`config.mk`:
```
export PLATFORM = sky130hd
export DESIGN_NAME = adcocr_top
export DESIGN_NICKNAME = d
export VERILOG_FILES = /design/src/rtl/adcocr_sync.v /design/src/rtl/adcocr_top.v
export VERILOG_INCLUDE_DIRS = /design/src /design/src/shared
export SDC_FILE = /design/constraint.sdc
export NUM_CORES = 1
export LEC_CHECK = 0
export ABC_AREA = 1
export BUFFER_PORTS_ARGS = -buffer_cell sky130_fd_sc_hd__buf_2
export CAP_MARGIN = 30
export CORE_ASPECT_RATIO = 2
export CORE_MARGIN = 1
export CORE_UTILIZATION = 45
export CTS_CLUSTER_SIZE = 16
export DETAILED_ROUTE_END_ITERATION = 12
export PLACE_DENSITY = 0.74
export SLEW_MARGIN = 5
export SYNTH_ARGS = -nofsm -noshare
export SYNTH_HDL_FRONTEND = slang
export SYNTH_SLANG_ARGS = --single-unit
```
`constraint.sdc`:
```
create_clock -name MCLK -period 1.2 [get_ports MCLK]
set_input_delay 0.12 -clock MCLK [delete_from_list [all_inputs] [get_ports MCLK]]
set_output_delay 0.12 -clock MCLK [all_outputs]
set_load 0.005 [all_outputs]
```
`src/shared/adcocr_map.vh`:
```
`ifndef ADCOCR_MAP_VH
`define ADCOCR_MAP_VH

// Register indices; the byte address is four times the index
`define ADCOCR_IDX_GAIN      8'h0C
`define ADCOCR_IDX_OUTCFG    8'h0D
`define ADCOCR_IDX_STATUS    8'h0E
`define ADCOCR_ADDR_GAIN     12'h030
`define ADCOCR_ADDR_OUTCFG   12'h034
`define ADCOCR_ADDR_STATUS   12'h038

// Field positions, gain register
`define ADCOCR_GAIN_MSB      10
`define ADCOCR_GAIN_LSB      8
`define ADCOCR_PATH_MSB      2
`define ADCOCR_PATH_LSB      0

// Field positions, output interface register
`define ADCOCR_B_TWOWIRE     0
`define ADCOCR_B_SDR         1
`define ADCOCR_B_SER16       2
`define ADCOCR_B_RISE        4
`define ADCOCR_B_COARSE      5
`define ADCOCR_B_LSBFIRST    6
`define ADCOCR_B_BITWISE     7
`define ADCOCR_B_OVRD        10

// Writable bit masks and reset values
`define ADCOCR_GAIN_MASK     11'h707
`define ADCOCR_OUTCFG_MASK   11'h4F7
`define ADCOCR_RESET_VAL     11'h000
// Effective settings after reset: everything off, launch on the rising edge
`define ADCOCR_EFF_RESET     8'h10

// Fine gain limits, in dB per code step
`define ADCOCR_GAIN_MAX      3'h6

// Pin synchroniser width: seven control pins plus the link clock
`define ADCOCR_SYNC_W        8

`endif

```
`src/rtl/adcocr_sync.v`:
```
`timescale 1ns/10ps
// Three-stage synchroniser; a bit changes once stages two and three agree
module adcocr_sync #(
  parameter W = 8
) (
  input  wire         MCLK,
  input  wire         RST,
  input  wire [W-1:0] D_IN,
  output wire [W-1:0] Q_OUT
);
  reg [W-1:0] s1_ff;
  reg [W-1:0] s2_ff;
  reg [W-1:0] s3_ff;
  reg [W-1:0] q_ff;

  assign Q_OUT = q_ff;

  genvar i;
  generate
    for (i = 0; i < W; i = i + 1) begin : g_bit
      // Stage chain and agreement filter per bit
      always @(posedge MCLK) begin
        if (RST) begin
          s1_ff[i] <= 1'b0;
          s2_ff[i] <= 1'b0;
          s3_ff[i] <= 1'b0;
          q_ff[i]  <= 1'b0;
        end else begin
          s1_ff[i] <= D_IN[i];
          s2_ff[i] <= s1_ff[i];
          s3_ff[i] <= s2_ff[i];
          if (s2_ff[i] == s3_ff[i]) begin
            q_ff[i] <= s3_ff[i];
          end
        end
      end
    end
  endgenerate
endmodule // adcocr_sync

```
`src/rtl/adcocr_top.v`:
```
`timescale 1ns/10ps
`include "adcocr_map.vh"

// What this block does
// - Gain register: fine gain D10-D8, pattern D2-D0
// - Fine gain code steps 1 dB, max 6
// - Both registers clear on hard/soft reset
// - D0 selects one-lane or two-lane output
// - D1 selects SDR clock, two-wire only
// - D2 selects 14 or 16 bit serialization
// - D4 capture edge, applies only in SDR
// - Data launched opposite the chosen capture edge
// - D5 enables 3.5 dB coarse gain
// - D6 selects MSB or LSB first
// - D7 byte or bit split, two-wire only
// - D10 makes register override control pins
module adcocr_top (
  input  wire        MCLK,
  input  wire        RST,
  input  wire        SOFT_RST,
  input  wire        PSEL,
  input  wire        PENABLE,
  input  wire        PWRITE,
  input  wire [11:0] PADDR,
  input  wire [31:0] PWDATA,
  output wire [31:0] PRDATA,
  output wire        PREADY,
  output wire        PSLVERR,
  input  wire        PIN_TWO_WIRE,
  input  wire        PIN_SDR,
  input  wire        PIN_SER16,
  input  wire        PIN_RISE_EDGE,
  input  wire        PIN_COARSE,
  input  wire        PIN_LSB_FIRST,
  input  wire        PIN_BIT_WISE,
  input  wire        LINK_CLK,
  output wire        TWO_WIRE,
  output wire        SDR_CLK,
  output wire        SER16,
  output wire        CAPTURE_RISE,
  output wire        LAUNCH_RISE,
  output wire        COARSE_GAIN,
  output wire        LSB_FIRST,
  output wire        BIT_WISE,
  output wire [2:0]  FINE_GAIN_DB,
  output wire [2:0]  PATTERN_HIGH
);
  reg  [10:0] gain_reg_ff;
  reg  [10:0] ocfg_reg_ff;
  reg  [31:0] rdata_ff;
  reg  [7:0]  eff_ff;
  reg  [2:0]  fine_ff;
  reg  [2:0]  path_ff;
  reg         link_prev_ff;
  reg  [7:0]  nxt_eff;
  reg  [2:0]  nxt_fine;
  reg  [31:0] nxt_rdata;
  wire [7:0]  pins_sync;
  wire        link_s;
  wire        link_rise;
  wire        setup;
  wire        access_wr;
  wire [6:0]  src;
  wire        two_wire_sel;
  wire        sdr_sel;

  // Address decode used by the error logic; reads decode the address in their own case
  function addr_hit;
    input [11:0] a;
    begin
      addr_hit = (a == `ADCOCR_ADDR_GAIN) || (a == `ADCOCR_ADDR_OUTCFG) || (a == `ADCOCR_ADDR_STATUS);
    end
  endfunction

  // Control pins and link clock cross through the synchroniser
  adcocr_sync #(
    .W (`ADCOCR_SYNC_W)
  ) u_sync (
    .MCLK  (MCLK),
    .RST   (RST),
    .D_IN  ({LINK_CLK, PIN_BIT_WISE, PIN_LSB_FIRST, PIN_COARSE, PIN_RISE_EDGE, PIN_SER16, PIN_SDR, PIN_TWO_WIRE}),
    .Q_OUT (pins_sync)
  );

  assign link_s    = pins_sync[7];
  assign link_rise = link_s & ~link_prev_ff;

  // APB slave: zero wait states, error on unmapped address
  assign setup     = PSEL & ~PENABLE;
  assign access_wr = PSEL & PENABLE & PWRITE;
  assign PREADY    = 1'b1;
  assign PSLVERR   = PSEL & PENABLE & ~addr_hit(PADDR);
  assign PRDATA    = rdata_ff;

  // Register writes; unused bits are kept at zero
  always @(posedge MCLK) begin
    if (RST || SOFT_RST) begin
      gain_reg_ff <= `ADCOCR_RESET_VAL;
      ocfg_reg_ff <= `ADCOCR_RESET_VAL;
    end else if (access_wr) begin
      if (PADDR == `ADCOCR_ADDR_GAIN) begin
        gain_reg_ff <= PWDATA[10:0] & `ADCOCR_GAIN_MASK;
      end
      if (PADDR == `ADCOCR_ADDR_OUTCFG) begin
        ocfg_reg_ff <= PWDATA[10:0] & `ADCOCR_OUTCFG_MASK;
      end
    end
  end

  // Read data captured in the setup cycle, valid in the access phase
  always @* begin
    nxt_rdata = rdata_ff;
    if (setup && !PWRITE) begin
      case (PADDR)
        `ADCOCR_ADDR_GAIN: begin
          nxt_rdata = {21'h00_0000, gain_reg_ff};
        end
        `ADCOCR_ADDR_OUTCFG: begin
          nxt_rdata = {21'h00_0000, ocfg_reg_ff};
        end
        `ADCOCR_ADDR_STATUS: begin
          nxt_rdata = {18'h0_0000, fine_ff, path_ff, eff_ff};
        end
        default: begin
          nxt_rdata = 32'h0000_0000;
        end
      endcase
    end
  end

  always @(posedge MCLK) begin
    if (RST) begin
      rdata_ff <= 32'h0000_0000;
    end else begin
      rdata_ff <= nxt_rdata;
    end
  end

  // Register settings win over the pins when override is set
  assign src = ocfg_reg_ff[`ADCOCR_B_OVRD] ?
               {ocfg_reg_ff[7:4], ocfg_reg_ff[2:0]} : pins_sync[6:0];
  assign two_wire_sel = src[0];
  assign sdr_sel      = src[1] & two_wire_sel;

  // Effective configuration, with mode qualifications applied
  always @* begin
    nxt_eff    = 8'h00;
    nxt_eff[0] = two_wire_sel;
    nxt_eff[1] = sdr_sel;
    nxt_eff[2] = src[2];
    nxt_eff[3] = sdr_sel & src[3];
    nxt_eff[4] = ~(sdr_sel & src[3]);
    nxt_eff[5] = src[4];
    nxt_eff[6] = src[5];
    nxt_eff[7] = two_wire_sel & src[6];
    nxt_fine   = gain_reg_ff[`ADCOCR_GAIN_MSB:`ADCOCR_GAIN_LSB];
    if (nxt_fine > `ADCOCR_GAIN_MAX) begin
      nxt_fine = `ADCOCR_GAIN_MAX;
    end
  end

  // Settings reach the lanes only at a link clock rising edge
  always @(posedge MCLK) begin
    if (RST) begin
      eff_ff       <= `ADCOCR_EFF_RESET;
      fine_ff      <= 3'h0;
      path_ff      <= 3'h0;
      link_prev_ff <= 1'b0;
    end else begin
      link_prev_ff <= link_s;
      if (link_rise) begin
        eff_ff  <= nxt_eff;
        fine_ff <= nxt_fine;
        path_ff <= gain_reg_ff[`ADCOCR_PATH_MSB:`ADCOCR_PATH_LSB];
      end
    end
  end

  assign TWO_WIRE     = eff_ff[0];
  assign SDR_CLK      = eff_ff[1];
  assign SER16        = eff_ff[2];
  assign CAPTURE_RISE = eff_ff[3];
  assign LAUNCH_RISE  = eff_ff[4];
  assign COARSE_GAIN  = eff_ff[5];
  assign LSB_FIRST    = eff_ff[6];
  assign BIT_WISE     = eff_ff[7];
  assign FINE_GAIN_DB = fine_ff;
  assign PATTERN_HIGH = path_ff;
endmodule // adcocr_top

```
==> run metrics <==
status finished clean; asr flop ratio synth 0%; Clock Path Buffers 2; CP delay by family, top simple AND/OR/NAND/NOR gates; initial DRC count ~120; Data required, critical path 1.08 ns; top post-synthesis cells by count dfxtp_1, nor2_1, nand2_1; setup slack, reg-to-reg about 0.10 ns; post-layout minimum cycle time ~1.1 ns; Hold Path Class in2reg; DP Wirelength about 5000 µm; fmax around 0.87 GHz; initial antenna violation count 0; Total GRT Usage roughly a fifth; count leader, synth dfxtp_1; DRC errors left 0; TritonCTS clock tree yes; crit-path cells buf_2 > nor2_4 > nand2_1 > nor2_4 > nand2_2 > nand3_1 > nor2_1 > buf_2; final non-filler cell total roughly 570; Final Hold Fails 0; maximum fanout along the worst path 5; Worst-Skew Late Latency about 0.33 ns; I/O pins roughly 110; Mapped Cells between 300 and 400; drt via density ~4.8; number of port buffers 64; PwrDens around 1400 nW/µm²; top cell type's share of synthesized area 48.7%; TritonRoute pass-1 iters 4; Slowest Stage Delay on Critical Path between 0.15 and 0.2 ns; Root Buffer clkbuf_16; fraction of layout cells with a size suffix above 1 between 20 and 30%; Worst Setup Start Kind primary input; die height about 120 µm; vias in the first global route 2484; period utilisation layout between 90% and 100%; EDFF count, synth 0; grt ovf 0; CTS clock-pin slew for the worst setup and hold paths around 0.06 ns; fin. max-slew vios 0; Post-synth top flop dfxtp_1; yosys warns 0; clock sink count 75; Worst EP arrival roughly 1.0 ns; Nets about 530; antenna fix cells 0; cell area after synthesis 3090 µm²; Area Overhead vs Synth 27.6%; Num CTS Buffers 9; die width between 60 and 70 µm; total power 5660 µW; routability-driven placement congestion ratio around 0.88; Final TNS setup 0 ns; Buffers & Inverters on Critical Path 2; filler cell count in the final layout approximately 610; sequential share of the synthesized area around 49%; largest net degree at the start of global routing just under 50; register bit total from synthesis between 70 and 80; maximum vdd ir drop a little over 1 mV; worst slack at placement ~0.019 ns; Clock H-tree levels 3; clk_skew between 0.005 and 0.006 ns; synthesized area per cell a little under 8 µm²; Die Area between 7000 and 8000 µm²; final worst slack ~0.056 ns; max cap viols 0; Vias roughly 2700; DR WL/cell around 12 µm; first-pass GRT wire length 11000 µm; LEAKAGE 0.00182 µW; Placed Cells between 500 and 600; Critical Path End Type primary output; Core Region approximately 6600 µm²; DRT Wirelength 6800 µm; Synth area leaders dfxtp_1, nor2_1, a21oi_1; FP Rows 42; synth unique cells 29; starting density of the core 46.6%; Final ANT Viol Nets 0; largest area contributor in the netlist dfxtp_1; # setup viols final 0; slowest CP cell nor2_4; Critical Setup Path Class in2out; setup repair after global routing missed its margin false
## cell usage in the layout, fill, tap and decap left out, drive strengths merged
master / n
o2111ai: 1
conb: 19
clkbuf: 10
clkinv: 3
nand2: 50
o21ai: 34
clkinvlp: 2
dfxtp: 75
a211oi: 4
dlygate4sd3: 8
inv: 53
buf: 79
a221oi: 1
nor2: 63
a21oi: 43
bufinv: 2
nor3: 1
nand3: 30
## worst paths after layout
kind | start | end | cells after the start
max | PADDR[1] | PSLVERR | 8
min reg2reg | u_sync.s1_ff[6]$_SDFF_PP0_ | u_sync.s2_ff[6]$_SDFF_PP0_ | 2
max reg2reg | u_sync.Q_OUT[7]$_SDFFE_PP0N_ | eff_ff[4]$_SDFFE_PP1P_ | 7
min | PWDATA[7] | ocfg_reg_ff[7]$_SDFFE_PP0P_ | 3
## cells by family after synthesis
group,after synthesis,synth area share (%)
buffers and inverters,86,13.6
AO/OA/AOI/OAI,83,14.9
flip-flops,75,48.7
AND/OR/NAND/NOR,144,22.6
other,2,0.243
## worst register-to-register path, cell delays in order (launching register included)
cell	delay (ns)
dfxtp_1	0.34
inv_2	0.06
nor2_4	0.14
nand2_1	0.09
inv_1	0.09
o2111ai_2	0.11
o21ai_1	0.10
nand2_1	0.05
## metal layers
metal	vias to the layer above	GRT usage (%)	share of wire (%)
li1	1368	-	-
met1	1224	20.0	36
met2	88	37.2	56
met3	16	5.75	3.9
met4	0	10.8	3.7
met5	-	0	0
## what timing repair did
item	in CTS	in global routing
hold buffers	7	1
setup buffers	0	4
gates resized for setup	0	7
hold endpoints to repair	7	1
setup endpoints to repair	0	6
## through the flow
step | hold slack, ns | utilization [%] | instance area (µm²)
2_1_floorplan | 0.202 | - | 3150
3_3_place_gp | 0.319 | 52.6 | 3480
3_5_place_dp | 0.327 | 52.6 | 3480
4_1_cts | 0.00157 | 58.5 | 3870
5_1_grt | 0.0501 | 59.4 | 3940
6_report | 0.0402 | 59.4 | 3940
## area by class of cell
cell class / count / area (µm²) / area share [%]
clock buffer: 9 / 225 / 5.72
clock inverter: 7 / 97.6 / 2.48
inverter: 53 / 205 / 5.21
multi-input combinational: 246 / 1250 / 31.8
sequential: 75 / 1500 / 38.2
tap: 88 / 110 / 2.80
timing repair buffer: 88 / 543 / 13.8
## flip-flops by register name, summed over array words and instances (netlist names)
| signal | count |
|---|---|
| PRDATA | 14 |
| FINE_GAIN_DB | 3 |
| ocfg_reg_ff | 8 |
| u_sync.s1_ff | 8 |
| u_sync.s2_ff | 8 |
| eff_ff | 8 |
| PATTERN_HIGH | 3 |
| link_prev_ff | 1 |
| u_sync.s3_ff | 8 |
| u_sync.Q_OUT | 8 |
| gain_reg_ff | 6 |
## where the power goes
part	switching, µW	total (µW)	internal [µW]
Combinational	155	263	108
Clock	1030	2860	1830
Sequential	12.6	2540	2520
Power figures use the tool's default switching activity.
